### src/include/uhc_defs.vh
`ifndef UHC_DEFS_VH
`define UHC_DEFS_VH

// Core clock period in ns (100 MHz).
`define UHC_CLK_NS 10

// Least times, in ns; the cycle counts round up.
`define UHC_T_ACK_NS 20
`define UHC_T_SS_NS 50
`define UHC_T_MLI_NS 20
`define UHC_T_DVS_NS 20
`define UHC_T_DVH_NS 10
`define UHC_T_CYC_NS 60

// Longest times, in ns; the cycle counts round down, but never below one cycle.
`define UHC_T_ENV_NS 20
`define UHC_T_LI_NS 100
`define UHC_T_RFS_NS 60

`define UHC_CEIL_CYC(t) ((((t) + `UHC_CLK_NS - 1) / `UHC_CLK_NS) < 1 ? 1 : (((t) + `UHC_CLK_NS - 1) / `UHC_CLK_NS))
`define UHC_FLOOR_CYC(t) (((t) / `UHC_CLK_NS) < 1 ? 1 : ((t) / `UHC_CLK_NS))

`define UHC_T_ACK_CYC `UHC_CEIL_CYC(`UHC_T_ACK_NS)
`define UHC_T_SS_CYC `UHC_CEIL_CYC(`UHC_T_SS_NS)
`define UHC_T_MLI_CYC `UHC_CEIL_CYC(`UHC_T_MLI_NS)
`define UHC_T_DVS_CYC `UHC_CEIL_CYC(`UHC_T_DVS_NS)
`define UHC_T_DVH_CYC `UHC_CEIL_CYC(`UHC_T_DVH_NS)
`define UHC_T_CYC_CYC `UHC_CEIL_CYC(`UHC_T_CYC_NS)
`define UHC_T_ENV_CYC `UHC_FLOOR_CYC(`UHC_T_ENV_NS)
`define UHC_T_LI_CYC `UHC_FLOOR_CYC(`UHC_T_LI_NS)
`define UHC_T_RFS_CYC `UHC_FLOOR_CYC(`UHC_T_RFS_NS)

// Transfer check code: seed and generator polynomial.
`define UHC_CRC_SEED 16'h4abb
`define UHC_CRC_POLY 16'h1021
`define UHC_CRC_RESET 16'h0000

// Synchroniser reset level: request low, active-low ready negated.
`define UHC_SYNC_RST 2'h1

`define UHC_WORD_W 16
`define UHC_CNT_W 8
`define UHC_CNT_ZERO 8'h00
`define UHC_CNT_ONE 8'h01
`define UHC_CNT_MAX 8'hff

`endif

### src/design/uhc_host.v
`timescale 1ns/1ps
`include "uhc_defs.vh"

// Contract
// - Host stops making strobe edges within tRFS after device ready drops.
// - Host raises STOP within tLI of request drop, holds until termination.
// - Host raises a low strobe within tLI of request drop; device ignores it.
// - Host drives CRC, drops acknowledge after tMLI and tDVS.
// - Device-ended burst: host holds STOP, no host ready, for tACK after acknowledge.
// - Host-ended burst: host holds STOP and strobe for tACK after acknowledge.
// - Host asserts no write strobe, chip select or address until tACK after.
// - Host starts its own termination by ceasing strobe edges.
// - Host asserts STOP no sooner than tSS after last edge, holds till end.
// - With request and acknowledge both negated, the lines resume ordinary roles.
module uhc_host (
    input wire clk_i,
    input wire reset_i,
    input wire start_i,
    input wire term_i,
    input wire word_valid_i,
    input wire [15:0] word_data_i,
    output wire word_ready_o,
    input wire dmarq_i,
    input wire ddmardy_n_i,
    output wire dmack_n_o,
    output wire stop_o,
    output wire hstrobe_o,
    output wire [15:0] dd_o,
    output wire dd_oe_o,
    output wire busy_o,
    output wire pio_ok_o,
    output wire done_o,
    output wire dev_term_o,
    output wire [15:0] crc_o
);
    localparam [2:0] ST_IDLE = 3'h0;
    localparam [2:0] ST_ARM = 3'h1;
    localparam [2:0] ST_ENV = 3'h2;
    localparam [2:0] ST_XFER = 3'h3;
    localparam [2:0] ST_HSS = 3'h4;
    localparam [2:0] ST_TERM = 3'h5;
    localparam [2:0] ST_ACKH = 3'h6;

    // Interval counts are reckoned in integers and cut to the counter width here.
    localparam integer ACK_I = `UHC_T_ACK_CYC;
    localparam integer SS_I = `UHC_T_SS_CYC;
    localparam integer MLI_I = `UHC_T_MLI_CYC;
    localparam integer DVS_I = `UHC_T_DVS_CYC;
    localparam integer DVH_I = `UHC_T_DVH_CYC;
    localparam integer CYC_I = `UHC_T_CYC_CYC;
    localparam [7:0] ACK_CYC = ACK_I[7:0];
    localparam [7:0] SS_CYC = SS_I[7:0];
    localparam [7:0] MLI_CYC = MLI_I[7:0];
    localparam [7:0] DVS_CYC = DVS_I[7:0];
    localparam [7:0] DVH_CYC = DVH_I[7:0];
    localparam [7:0] CYC_CYC = CYC_I[7:0];

    reg [2:0] state_ff;
    reg [2:0] nxt_state;
    reg [7:0] cnt_ff;
    reg [7:0] nxt_cnt;
    reg [7:0] edge_cnt_ff;
    reg [7:0] nxt_edge_cnt;
    reg [7:0] ld_cnt_ff;
    reg [7:0] nxt_ld_cnt;
    reg loaded_ff;
    reg nxt_loaded;
    reg first_ff;
    reg nxt_first;
    reg term_req_ff;
    reg nxt_term_req;
    reg crc_on_ff;
    reg nxt_crc_on;
    reg dev_term_ff;
    reg nxt_dev_term;
    reg dmack_n_ff;
    reg nxt_dmack_n;
    reg stop_ff;
    reg nxt_stop;
    reg hstrobe_ff;
    reg nxt_hstrobe;
    reg dd_oe_ff;
    reg nxt_dd_oe;
    reg [15:0] dd_ff;
    reg [15:0] nxt_dd;
    reg [15:0] crc_ff;
    reg [15:0] nxt_crc;
    reg done_ff;
    reg nxt_done;
    reg edge_pulse;

    wire [1:0] sync_w;
    wire dmarq_s;
    wire rdy_s;
    wire [15:0] crc_next_w;

    uhc_sync u_sync (
        .clk_i(clk_i),
        .reset_i(reset_i),
        .async_i({dmarq_i, ddmardy_n_i}),
        .sync_o(sync_w)
    );

    assign dmarq_s = sync_w[1];
    // Ready is active low on the cable; the logic below works with an active-high copy.
    assign rdy_s = ~sync_w[0];

    uhc_crc16 u_crc (
        .crc_i(crc_ff),
        .data_i(dd_ff),
        .crc_o(crc_next_w)
    );

    function [7:0] sat_inc;
        input [7:0] v;
        begin
            sat_inc = (v == `UHC_CNT_MAX) ? v : v + `UHC_CNT_ONE;
        end
    endfunction

    always @* begin
        nxt_state = state_ff;
        nxt_cnt = sat_inc(cnt_ff);
        nxt_edge_cnt = sat_inc(edge_cnt_ff);
        nxt_ld_cnt = sat_inc(ld_cnt_ff);
        nxt_loaded = loaded_ff;
        nxt_first = first_ff;
        nxt_term_req = term_req_ff | term_i;
        nxt_crc_on = crc_on_ff;
        nxt_dev_term = dev_term_ff;
        nxt_dmack_n = dmack_n_ff;
        nxt_stop = stop_ff;
        nxt_hstrobe = hstrobe_ff;
        nxt_dd_oe = dd_oe_ff;
        nxt_dd = dd_ff;
        nxt_crc = crc_ff;
        nxt_done = 1'b0;
        edge_pulse = 1'b0;
        case (state_ff)
            ST_IDLE: begin
                nxt_term_req = 1'b0;
                // A start while the request is still low waits here until the device asks.
                if (start_i && dmarq_s) begin
                    nxt_state = ST_ARM;
                    nxt_stop = 1'b1;
                    nxt_hstrobe = 1'b1;
                    nxt_dd_oe = 1'b1;
                    nxt_crc = `UHC_CRC_SEED;
                    nxt_first = 1'b0;
                    nxt_loaded = 1'b0;
                    nxt_crc_on = 1'b0;
                    nxt_dev_term = 1'b0;
                    nxt_cnt = `UHC_CNT_ZERO;
                    nxt_edge_cnt = `UHC_CNT_MAX;
                end
            end
            ST_ARM: begin
                if (cnt_ff >= ACK_CYC) begin
                    nxt_dmack_n = 1'b0;
                    nxt_state = ST_ENV;
                end
            end
            ST_ENV: begin
                // STOP drops one cycle after acknowledge, well inside tENV.
                nxt_stop = 1'b0;
                nxt_state = ST_XFER;
            end
            ST_XFER: begin
                if (!dmarq_s) begin
                    // Device ended the burst: raise STOP and a low strobe at once.
                    nxt_stop = 1'b1;
                    nxt_hstrobe = 1'b1;
                    nxt_dev_term = 1'b1;
                    nxt_loaded = 1'b0;
                    // The tMLI count must start from STOP rising, not from an old idle count.
                    nxt_cnt = `UHC_CNT_ZERO;
                    nxt_state = ST_TERM;
                end else if (term_req_ff && first_ff) begin
                    // No further data edges from here on; only the strobe rise after the request drops remains.
                    nxt_loaded = 1'b0;
                    nxt_state = ST_HSS;
                end else begin
                    if (!loaded_ff && edge_cnt_ff >= DVH_CYC && word_valid_i) begin
                        nxt_dd = word_data_i;
                        nxt_loaded = 1'b1;
                        nxt_ld_cnt = `UHC_CNT_ZERO;
                    end
                    // A synchronised ready drop blocks the next edge, two cycles at most.
                    if (loaded_ff && rdy_s && edge_cnt_ff >= CYC_CYC && ld_cnt_ff >= DVS_CYC) begin
                        edge_pulse = 1'b1;
                        nxt_hstrobe = ~hstrobe_ff;
                        nxt_crc = crc_next_w;
                        nxt_edge_cnt = `UHC_CNT_ZERO;
                        nxt_loaded = 1'b0;
                        nxt_first = 1'b1;
                    end
                end
            end
            ST_HSS: begin
                if (edge_cnt_ff >= SS_CYC) begin
                    // Host-ended burst: STOP waits out tSS from the last strobe edge.
                    nxt_stop = 1'b1;
                    nxt_cnt = `UHC_CNT_ZERO;
                    nxt_state = ST_TERM;
                end
            end
            ST_TERM: begin
                // The strobe rise after the request drops carries no word and no CRC update.
                if (!dmarq_s && !hstrobe_ff) begin
                    nxt_hstrobe = 1'b1;
                end
                if (!crc_on_ff && edge_cnt_ff >= DVH_CYC) begin
                    nxt_dd = crc_ff;
                    nxt_crc_on = 1'b1;
                    nxt_ld_cnt = `UHC_CNT_ZERO;
                end
                if (!(hstrobe_ff && stop_ff && !dmarq_s && !rdy_s)) begin
                    nxt_cnt = `UHC_CNT_ZERO;
                end else if (cnt_ff >= MLI_CYC && crc_on_ff && ld_cnt_ff >= DVS_CYC) begin
                    nxt_dmack_n = 1'b1;
                    nxt_cnt = `UHC_CNT_ZERO;
                    nxt_state = ST_ACKH;
                end
            end
            ST_ACKH: begin
                // STOP and strobe hold through tACK in both termination cases.
                if (cnt_ff >= ACK_CYC) begin
                    nxt_stop = 1'b0;
                    nxt_hstrobe = 1'b0;
                    nxt_dd_oe = 1'b0;
                    nxt_done = 1'b1;
                    nxt_state = ST_IDLE;
                end
            end
            default: begin
                nxt_state = ST_IDLE;
            end
        endcase
    end

    always @(posedge clk_i or posedge reset_i) begin
        if (reset_i) begin
            state_ff <= ST_IDLE;
            cnt_ff <= `UHC_CNT_ZERO;
            edge_cnt_ff <= `UHC_CNT_ZERO;
            ld_cnt_ff <= `UHC_CNT_ZERO;
            loaded_ff <= 1'b0;
            first_ff <= 1'b0;
            term_req_ff <= 1'b0;
            crc_on_ff <= 1'b0;
            dev_term_ff <= 1'b0;
            dmack_n_ff <= 1'b1;
            stop_ff <= 1'b0;
            hstrobe_ff <= 1'b0;
            dd_oe_ff <= 1'b0;
            dd_ff <= `UHC_CRC_RESET;
            crc_ff <= `UHC_CRC_RESET;
            done_ff <= 1'b0;
        end else begin
            state_ff <= nxt_state;
            cnt_ff <= nxt_cnt;
            edge_cnt_ff <= nxt_edge_cnt;
            ld_cnt_ff <= nxt_ld_cnt;
            loaded_ff <= nxt_loaded;
            first_ff <= nxt_first;
            term_req_ff <= nxt_term_req;
            crc_on_ff <= nxt_crc_on;
            dev_term_ff <= nxt_dev_term;
            dmack_n_ff <= nxt_dmack_n;
            stop_ff <= nxt_stop;
            hstrobe_ff <= nxt_hstrobe;
            dd_oe_ff <= nxt_dd_oe;
            dd_ff <= nxt_dd;
            crc_ff <= nxt_crc;
            done_ff <= nxt_done;
        end
    end

    // The user word counts as consumed in the cycle whose edge sends it.
    assign word_ready_o = edge_pulse;
    assign dmack_n_o = dmack_n_ff;
    assign stop_o = stop_ff;
    assign hstrobe_o = hstrobe_ff;
    assign dd_o = dd_ff;
    assign dd_oe_o = dd_oe_ff;
    assign busy_o = (state_ff != ST_IDLE);
    // Chip selects, address and write strobe stay off until tACK after acknowledge drops.
    assign pio_ok_o = (state_ff == ST_IDLE);
    assign done_o = done_ff;
    assign dev_term_o = dev_term_ff;
    assign crc_o = crc_ff;
endmodule

### src/design/uhc_sync.v
`timescale 1ns/1ps
`include "uhc_defs.vh"

module uhc_sync (
    input wire clk_i,
    input wire reset_i,
    input wire [1:0] async_i,
    output wire [1:0] sync_o
);
    reg [1:0] meta_ff;
    reg [1:0] sync_ff;

    // Reset leaves both stages at the idle level of the device's lines.
    always @(posedge clk_i or posedge reset_i) begin
        if (reset_i) begin
            meta_ff <= `UHC_SYNC_RST;
            sync_ff <= `UHC_SYNC_RST;
        end else begin
            meta_ff <= async_i;
            sync_ff <= meta_ff;
        end
    end

    assign sync_o = sync_ff;
endmodule

### src/design/uhc_crc16.v
`timescale 1ns/1ps
`include "uhc_defs.vh"

module uhc_crc16 (
    input wire [15:0] crc_i,
    input wire [15:0] data_i,
    output reg [15:0] crc_o
);
    integer i;
    reg fb;

    // One word per call, most significant bit first.
    always @* begin
        crc_o = crc_i;
        fb = 1'b0;
        for (i = 15; i >= 0; i = i - 1) begin
            fb = crc_o[15] ^ data_i[i];
            crc_o = {crc_o[14:0], 1'b0};
            if (fb) begin
                crc_o = crc_o ^ `UHC_CRC_POLY;
            end
        end
    end
endmodule

### config.mk
export PLATFORM = sky130hd
export DESIGN_NAME = uhc_host
export DESIGN_NICKNAME = d
export VERILOG_FILES = /design/src/design/uhc_host.v /design/src/design/uhc_sync.v /design/src/design/uhc_crc16.v
export VERILOG_INCLUDE_DIRS = /design/src /design/src/include
export SDC_FILE = /design/constraint.sdc
export NUM_CORES = 1
export LEC_CHECK = 0
export BUFFER_PORTS_ARGS = -buffer_cell sky130_fd_sc_hd__clkbuf_2
export CORE_AREA = 2 2 100 102
export CTS_BUF_LIST = sky130_fd_sc_hd__clkbuf_4
export DETAILED_ROUTE_END_ITERATION = 10
export DIE_AREA = 0 0 102 104
export HOLD_SLACK_MARGIN = 0.05
export PLACE_DENSITY_LB_ADDON = 0.12
export REMOVE_ABC_BUFFERS = 1
export SYNTH_ARGS = -nofsm -noshare
export SYNTH_HDL_FRONTEND = slang
export SYNTH_SLANG_ARGS = --single-unit
### constraint.sdc
create_clock -name clk_i -period 5.42 [get_ports clk_i]
set_input_delay 0.813 -clock clk_i [delete_from_list [all_inputs] [get_ports clk_i]]
set_output_delay 0.813 -clock clk_i [all_outputs]
set_load 0.05 [all_outputs]
==> results of run 1 <==
-- kinds of logic after synthesis --
logic type / Yosys count
adder cells (fa/ha/maj): 8
XOR/XNOR: 60
flip-flops: 73
AO/OA/AOI/OAI: 90
AND/OR/NAND/NOR: 146
multiplexers: 20
buffers and inverters: 29
-- registers in the layout (all words and copies together) (netlist names) --
signal	count
done_o	1
dd_oe_o	1
first_ff	1
term_req_ff	1
dmack_n_o	1
edge_cnt_ff	8
stop_o	1
state_ff	3
hstrobe_o	1
u_sync.sync_o	2
loaded_ff	1
crc_on_ff	1
u_sync.meta_ff	2
cnt_ff	8
dev_term_o	1
crc_o	16
dd_o	16
ld_cnt_ff	8
-- per-stage QoR --
step	hold slack, ns	worst slack [ns]	util
after floorplan	0.331	2.11	-
after global placement	0.337	2.24	0.487
after detailed placement	0.336	2.18	0.487
after CTS	0.362	1.71	0.499
after global routing	0.371	1.53	0.499
final	0.358	1.81	0.499
-- layer usage --
layer	part of all wire	GRT usage	up-vias
li1	-	-	1628
met1	0.48	0.268	1594
met2	0.47	0.286	67
met3	0.033	0.0269	14
met4	0.016	0.0686	0
met5	0	0	-
-- critical path, cell delays in order (launching register included) --
cell and delay, ns:
dfrtp_1 0.43, inv_1 0.06, ha_1 0.18, or4_1 0.46, nor2_1 0.22, a2111o_1 0.62, inv_1 0.15, clkbuf_2 0.27
-- cell usage in the layout, fill, tap and decap left out, types with 9 or more instances in the layout --
cell	count
dfrtp_1	70
clkbuf_2	63
nor2_1	56
a21oi_1	37
xnor2_1	32
nand2_1	23
o21ai_0	22
mux2i_1	20
nand3_1	16
xor2_1	14
clkbuf_4	14
inv_1	12
nand4_1	9
-- path summary, 6_finish.rpt --
path	end	slack, ns	cells past startpoint	start
max	word_ready_o	1.81	7	ld_cnt_ff[0]$_DFF_PP0_
min	u_sync.sync_o[1]$_DFF_PP0_	0.36	0	u_sync.meta_ff[1]$_DFF_PP0_
max reg2reg	cnt_ff[6]$_DFF_PP0_	2.49	5	state_ff[1]$_DFFE_PP0P_
min reg2reg	u_sync.sync_o[1]$_DFF_PP0_	0.36	0	u_sync.meta_ff[1]$_DFF_PP0_
max in group asynchronous	ld_cnt_ff[3]$_DFF_PP0_	4.14	3	reset_i
min in group asynchronous	dd_o[11]$_DFFE_PP0P_	0.64	3	reset_i
-- area by class of cell --
type                    count  share of cell area
multi-input cells         324               0.475
flip-flops and latches     73               0.384
repair buffers             66              0.0709
well taps                 133              0.0349
clock buffers              14              0.0221
inverters                  13              0.0102
clock inverters             2             0.00210
-- cells in the mapped netlist (all sizes together), types with 2 or more instances --
cell type	count	area, sq um
clkbuf	13	48.8
and3	6	37.5
mux2i	20	200
ha	8	100
o21ai	23	115
xnor2	36	345
nor4	3	18.8
dfstp	3	78.8
nor2b	4	25.0
a21oi	37	185
xnor3	7	164
or3	2	12.5
o21a	2	15.0
nor3	6	30.0
and2	4	25.0
o22a	2	17.5
a22o	2	17.5
o211ai	2	15.0
nand3	16	80.1
and4b	2	20.0
nand2b	6	37.5
dfrtp	70	1750
nand4	9	56.3
xor3	2	50.1
o31a	2	17.5
or4	2	15.0
nor2	57	214
inv	13	48.8
nand2	23	86.3
buf	3	13.8
a211oi	7	52.6
a21o	2	15.0
a31oi	3	18.8
xor2	15	150
==> results.toml, run 1 <==
[run_status]
status = "finished, final reports clean"

[sta]
fmax_mhz = 277
fin_crit_ns = 3.61
fin_skew_ns = 0.0237
hold_viol = 0
final_max_slew_viol_count = 0
rsz0062_at_grt = "no"
slew_headroom = 0.279
fin_setup_tns_ns = 0
worst_pin_slew_ns = 1.08
setup_viol = 0
fin_crit_sh = 0.667

[global_route]
grt_use_total = 0.187
grt_pass1_vias = 3136
antenna_found_initial = 0
grt_first_pass_wirelength_mm = 15.8
grt.overflow.total = 0
grt_max_degree = 74

[clock_tree]
postCtsSetupBuffers = 0
ctsResizeCount = 0
clk_latency_ns = 0.41
htreeDepth = 3
numCtsBuffers = 9
clkTransAtPathRegs_ns = 0.11
root_buffer = "clkbuf_4"
holdBufCountCts = 0
cts_tree = "yes"
cts.path.max_buffers = 2
cts.sinks = 73

[layout]
areaGrowthSynthToFinish_pct = 13.3
n_fill_cell = 932
layout.nets = 518
fin_cells = 625
multi_input_area_sq_um = 2260
n_antenna_cell = 0
fin_area_sq_um = 4760
layout-drive-gt1-share = 0.203
register_area_sq_um = 1830

[yosys]
syn_inst = 426
synth_compound_area_frac = 0.129
synth-seq-area-share = 0.436
ys_ff_latch = 73
synth_cell_types = 53
synth_area_sq_um = 4200
yosysWarnings = 0
synthArstFlopShare = 1.00
synth-simple-area-share = 0.169
synth_top_family_by_area = "XOR/XNOR gates"
synth_ff_type = "dfrtp_1"
synthMuxAreaShare = 0.0476
synthAdderAreaFrac = 0.0238
syn_avg_cell_area_sq_um = 9.87
synth-edff-count = 0
synth_xor_area_frac = 0.169

[drt]
vias = 3303
dr.pass1.iters = 4
wl_per_cell_um = 14.9
drt_iter0_drc = 178
viasPerCell = 5.28
drc = 0
drt-total-wl_mm = 9.34
ant_nets = 0

[setup_path]
criticalPathCategory = "reg -> out"
required_ns = 4.61
start_kind = "register"
critPathArrivalTime_ns = 2.80
end_kind = "output pin"
crit_fanout = 25

[placed_design]
place_hpwl_mm = 6.51
place_inst = 609
routabilityCongestion = 0.846
port-buffer-count = 63
dpl_cell_area_sq_um = 4650

[floorplan]
die_w_um = 102
ios = 64
num_rows = 36
die_y_um = 104
start_util = 0.440
die_area_sq_um = 10600
coreArea_sq_um = 9550

[hold_path]
hp-class = "reg -> reg"

[run]
max_cap_viol_count = 0
Power of run 1 is not shown: default switching activity piles up to over one toggle a cycle in this logic, so the estimate is an artifact.
==> run 2, diff against run 1 <==
ABC_AREA = 1   (was unset)
CORE_AREA = 2 2 102 104   (was 2 2 100 102)
DIE_AREA = 0 0 104 106   (was 0 0 102 104)
clock period = 2.95 ns   (was 5.42 ns; I/O delays follow)
==> results.toml, run 2 <==
[yosys]
yosysTopAreaCell = "dfrtp_1"
ys_ff_latch = 73
syn_inst = 601
yosysWarnings = 0
synthArstFlopShare = 1.00
synth-seq-area-share = 0.419
syn_avg_cell_area_sq_um = 7.27
synthTopCellsByArea = "dfrtp_1 (40%), nand2_1 (16%), inv_1 (6.8%)"
synth-edff-count = 0
synth_area_sq_um = 4370
synth_cell_types = 33
synth_ff_type = "dfrtp_1"
synth_top_area_share = 0.401
synth_commonest_cells = "nand2_1 (188), inv_1 (79), dfrtp_1 (70)"
yosysMostFrequentCell = "nand2_1"

[layout]
mostFrequentLayoutCells = "nand2_1 (188), inv_1 (78), dfrtp_1 (70)"
final_common_cell = "nand2_1"
areaGrowthSynthToFinish_pct = 13.4
n_fill_cell = 1051
layout.nets = 700
n_antenna_cell = 0
final_util = 0.496
register_area_sq_um = 1830
layout-drive-gt1-share = 0.156
multi_input_area_sq_um = 2150

[sta]
fmax_mhz = 409
fin_crit_sh = 0.829
setup_viol = 0
fin_skew_ns = 0.0163
hold_viol = 0
fin_crit_ns = 2.44
fin_setup_tns_ns = 0
final_max_slew_viol_count = 0
slew_headroom = 0.493
rsz0062_at_grt = "no"
worst_pin_slew_ns = 0.759

[setup_path]
required_ns = 2.51
criticalPathCategory = "reg -> out"
critPathArrivalTime_ns = 2.00
start_kind = "register"
startpoint = "ld_cnt_ff[0]$_DFF_PP0_"
reg2reg_from = "state_ff[0]$_DFFE_PP0P_"
crit_fanout = 3
end_kind = "output pin"

[global_route]
grt.overflow.total = 0
grtUsageMet3 = 0.0276
grt_use_total = 0.201
grt_first_pass_wirelength_mm = 17.8
antenna_found_initial = 0
met1_usage = 0.257
grt_max_degree = 47
busiest_layer = "met2"
grt_pass1_vias = 3841
grt_util_met2 = 0.348

[clock_tree]
root_buffer = "clkbuf_4"
cts_tree = "yes"
postCtsSetupBuffers = 0
clk_latency_ns = 0.43
numCtsBuffers = 9
cts.sinks = 73
ctsResizeCount = 0
cts.path.max_buffers = 2
clkTransAtPathRegs_ns = 0.12
htreeDepth = 3
holdBufCountCts = 0

[drt]
viasPerCell = 4.79
drt-total-wl_mm = 10.4
dr.pass1.iters = 4
wl_per_cell_um = 12.8
drt_iter0_drc = 120
vias = 3879
drc = 0
ant_nets = 0

[floorplan]
ios = 64
die_y_um = 106
start_util = 0.437
coreArea_sq_um = 10000
num_rows = 37
die_w_um = 104
die_area_sq_um = 11000

[pwr]
p_int_uw = 2810
power_switching_uw = 3400
power_density_nw_per_um2 = 1250
swShare = 0.547
p_leak_uw = 0.00266
p_clk_frac = 0.103
vdd_drop_max_mv = 0.640
p_seq_frac = 0.282
p_comb_frac = 0.615

[hold_path]
hp-class = "in -> async"

[placed_design]
port-buffer-count = 63
routabilityCongestion = 0.879
place_hpwl_mm = 7.76

[run]
max_cap_viol_count = 0

[run_status]
status = "finished, final reports clean"
-- run 2: cell types whose count changed after synthesis, moves of 6 or more --
cell,delta
xnor2_1,-16
and3_1,-6
clkbuf_1,-12
mux2i_1,-20
a21oi_1,-21
nand2_1,+165
inv_1,+66
a211oi_1,-7
inv_2,+6
nand3_1,+22
o21ai_0,+31
-- run 2: final timing paths --
check | to | slack, ns | cells after the start
setup / recovery | word_ready_o | 0.51 | 7
hold / removal | cnt_ff[2]$_DFF_PP0_ | 0.05 | 2
setup reg to reg | dd_o[13]$_DFFE_PP0P_ | 0.72 | 8
hold reg to reg | u_sync.sync_o[1]$_DFF_PP0_ | 0.36 | 0
max in group asynchronous | dd_o[1]$_DFFE_PP0P_ | 2.24 | 3
min in group clk_i | u_sync.meta_ff[0]$_DFF_PP1_ | 0.09 | 1
-- run 2: through the flow --
step                setup slack, ns  hold slack (ns)  cell area, sq um  power (uW)  instances
floorplan                     0.659            0.331              4300        4730        592
global placement              0.789            0.334              4820        5540        794
detailed placement            0.685            0.340              4820        5610        794
CTS                           0.472           0.0628              4960        6270        810
global route                  0.367           0.0733              4960        6830        810
finish                        0.506           0.0507              4960        6220        810
-- run 2: cell families after synthesis --
| logic type | share of synthesized area |
|---|---|
| AO/OA/AOI/OAI | 0.0956 |
| XOR/XNOR | 0.0661 |
| AND/OR/NAND/NOR | 0.308 |
| flip-flops | 0.419 |
| adder cells (fa/ha/maj) | 0.0229 |
| buffers and inverters | 0.0887 |
-- run 2: power groups by stage --
stage          clock network [uW]  registers, uW  logic, uW
3_3_place_gp                    0           1760       3780
2_1_floorplan                   0           2320       2410
5_1_grt                       704           1820       4310
3_5_place_dp                    0           1780       3830
4_1_cts                       665           1760       3850
6_report                      639           1760       3820
-- run 2: routing by layer --
metal / vias up / routed length [um]
li1: 2036 / -
met1: 1776 / 4840
met2: 57 / 5050
met3: 10 / 319
met4: 0 / 165
met5: - / 0
-- run 2: final cells by class --
class,instances,share of cell area
clock buffers,12,0.0182
clock inverters,4,0.00884
repair buffers,66,0.0707
well taps,136,0.0343
inverters,85,0.0644
flip-flops and latches,73,0.369
multi-input cells,434,0.434
-- run 2: critical path, stage by stage (launching register included) --
cell      delay (ns)
dfrtp_1         0.42
inv_1           0.10
ha_1            0.15
nor2_1          0.04
nand3_1         0.16
nand3_2         0.15
nor3_4          0.21
clkbuf_2        0.32
(Power assumes the default switching activity.)
==> run 3, diff against run 2 <==
ABC_AREA = 0   (was 1)
CORE_AREA = 2 2 100 102   (was 2 2 102 104)
DIE_AREA = 0 0 102 104   (was 0 0 104 106)
clock period = 2.17 ns   (was 2.95 ns; I/O delays follow)
==> results.toml, run 3 (synthesized netlist as in run 1, its figures left out) <==
[floorplan]
coreArea_sq_um = 9550
die_area_sq_um = 10600
die_w_um = 102
start_util = 0.440
ios = 64
die_y_um = 104
num_rows = 36

[setup_path]
end_kind = "output pin"
criticalPathCategory = "reg -> out"
required_ns = 1.84
slowest_stage = "or4_4"
path_cells = "buf_6, or4_4, nor2_4, a2111o_1, inv_4, clkbuf_16"
critPathBufInv = 3
critPathArrivalTime_ns = 1.97
reg2reg_depth = 13
crit_cells = 6
max_stage_delay_ns = 0.49
start_kind = "register"
crit_family = "simple AND/OR/NAND/NOR gates"
crit_fanout = 2

[run_status]
violations = "negative setup slack"
status = "finished, violations left"

[sta]
post-route-worst-setup-slack_ns = -0.123
final_max_slew_viol_count = 0
fin_skew_ns = 0.0173
setup_viol = 1
fin_crit_sh = 1.06
worst_pin_slew_ns = 0.525
holdWs_ns = 0.124
fin_crit_ns = 2.29
slew_headroom = 0.647
fmax_mhz = 436
hold_viol = 0
rsz0062_at_grt = "yes"

[drt]
viasPerCell = 5.16
wl_per_cell_um = 15.9
dr.pass1.iters = 4
ant_nets = 0
drt_iter0_drc = 99
drt-total-wl_mm = 11.0
drc = 0
vias = 3568

[global_route]
grt.overflow.total = 0
grt_max_degree = 41
grt_pass1_vias = 3446
grt_first_pass_wirelength_mm = 17.3
grt_use_total = 0.207
antenna_found_initial = 0

[clock_tree]
root_buffer = "clkbuf_4"
clkTransAtPathRegs_ns = 0.13
htreeDepth = 3
clk_latency_ns = 0.43
cts.sinks = 73
cts_tree = "yes"
numCtsBuffers = 9
cts.path.max_buffers = 2

[layout]
n_fill_cell = 883
final_common_cell = "dfrtp_1"
register_area_sq_um = 1830
areaGrowthSynthToFinish_pct = 33.1
layout-drive-gt1-share = 0.340
layout.nets = 585
mostFrequentLayoutCells = "dfrtp_1 (68), clkbuf_2 (62), buf_4 (59)"
multi_input_area_sq_um = 2450
n_antenna_cell = 0

[hold_path]
holdPathStages = 3
hp-class = "in -> reg"

[run]
max_cap_viol_count = 0

[placed_design]
place_hpwl_mm = 7.56
routabilityCongestion = 0.829
port-buffer-count = 63
## run 3: changes by cell type in the layout (fill, tap and decap cells not counted), moves of 15 or more
| cell | previous run | this run |
|---|---|---|
| a21oi_1 | 16 | 35 |
| inv_1 | 78 | 10 |
| buf_4 | 2 | 59 |
| nand2_1 | 188 | 22 |
| o21ai_0 | 53 | 20 |
| nand3_1 | 38 | 16 |
| xnor2_1 | 16 | 31 |
| mux2i_1 | 0 | 20 |
## run 3: repair_timing
item	4_1_cts	5_1_grt
gates cloned	0	3
hold buffers	3	0
gates resized for setup	25	27
endpoints found under the setup margin	8	44
pin swaps	8	13
setup buffers	12	7
endpoints found under the hold margin	18	0
## run 3: worst min-delay path: stages
cell and delay [ns]:
clkbuf_2 0.08, nor2_1 0.03, nor2_1 0.07
## run 3: layout make-up
type | instances | share of cell area
inverters | 13 | 0.00917
flip-flops and latches | 73 | 0.328
repair buffers | 133 | 0.173
clock inverters | 7 | 0.0110
well taps | 133 | 0.0298
clock buffers | 9 | 0.0121
multi-input cells | 324 | 0.438
## run 3: final timing paths
path / startpoint / to / slack, ns
worst max-delay path: ld_cnt_ff[1]$_DFF_PP0_ / word_ready_o / -0.12
worst min-delay path: term_i / term_req_ff$_DFF_PP0_ / 0.12
worst max register to register: edge_cnt_ff[0]$_DFF_PP0_ / cnt_ff[6]$_DFF_PP0_ / 0.06
worst min register to register: u_sync.meta_ff[0]$_DFF_PP1_ / u_sync.sync_o[0]$_DFF_PP1_ / 0.36
max in group asynchronous: reset_i / u_sync.meta_ff[0]$_DFF_PP1_ / 1.16
min in group asynchronous: reset_i / crc_o[0]$_DFFE_PP0P_ / 0.42
## run 3: through the flow
step	cells	area (sq um)	setup slack [ns]	setup TNS, ns	util
finish	692	5590	-0.123	-0.123	0.586
detailed placement	656	5010	-0.0398	-0.112	0.525
CTS	687	5360	-0.146	-0.168	0.561
global placement	656	5010	0.0637	0	0.525
global route	692	5590	-0.192	-0.453	0.586
floorplan	410	4140	-1.14	-44.30	-
## run 3: per-layer routing
metal,routed length (um),GRT usage
met2,5420,0.315
met1,5010,0.300
met5,0,0
met3,421,0.0383
met4,163,0.0600
Power of run 3 is left out for the same reason.
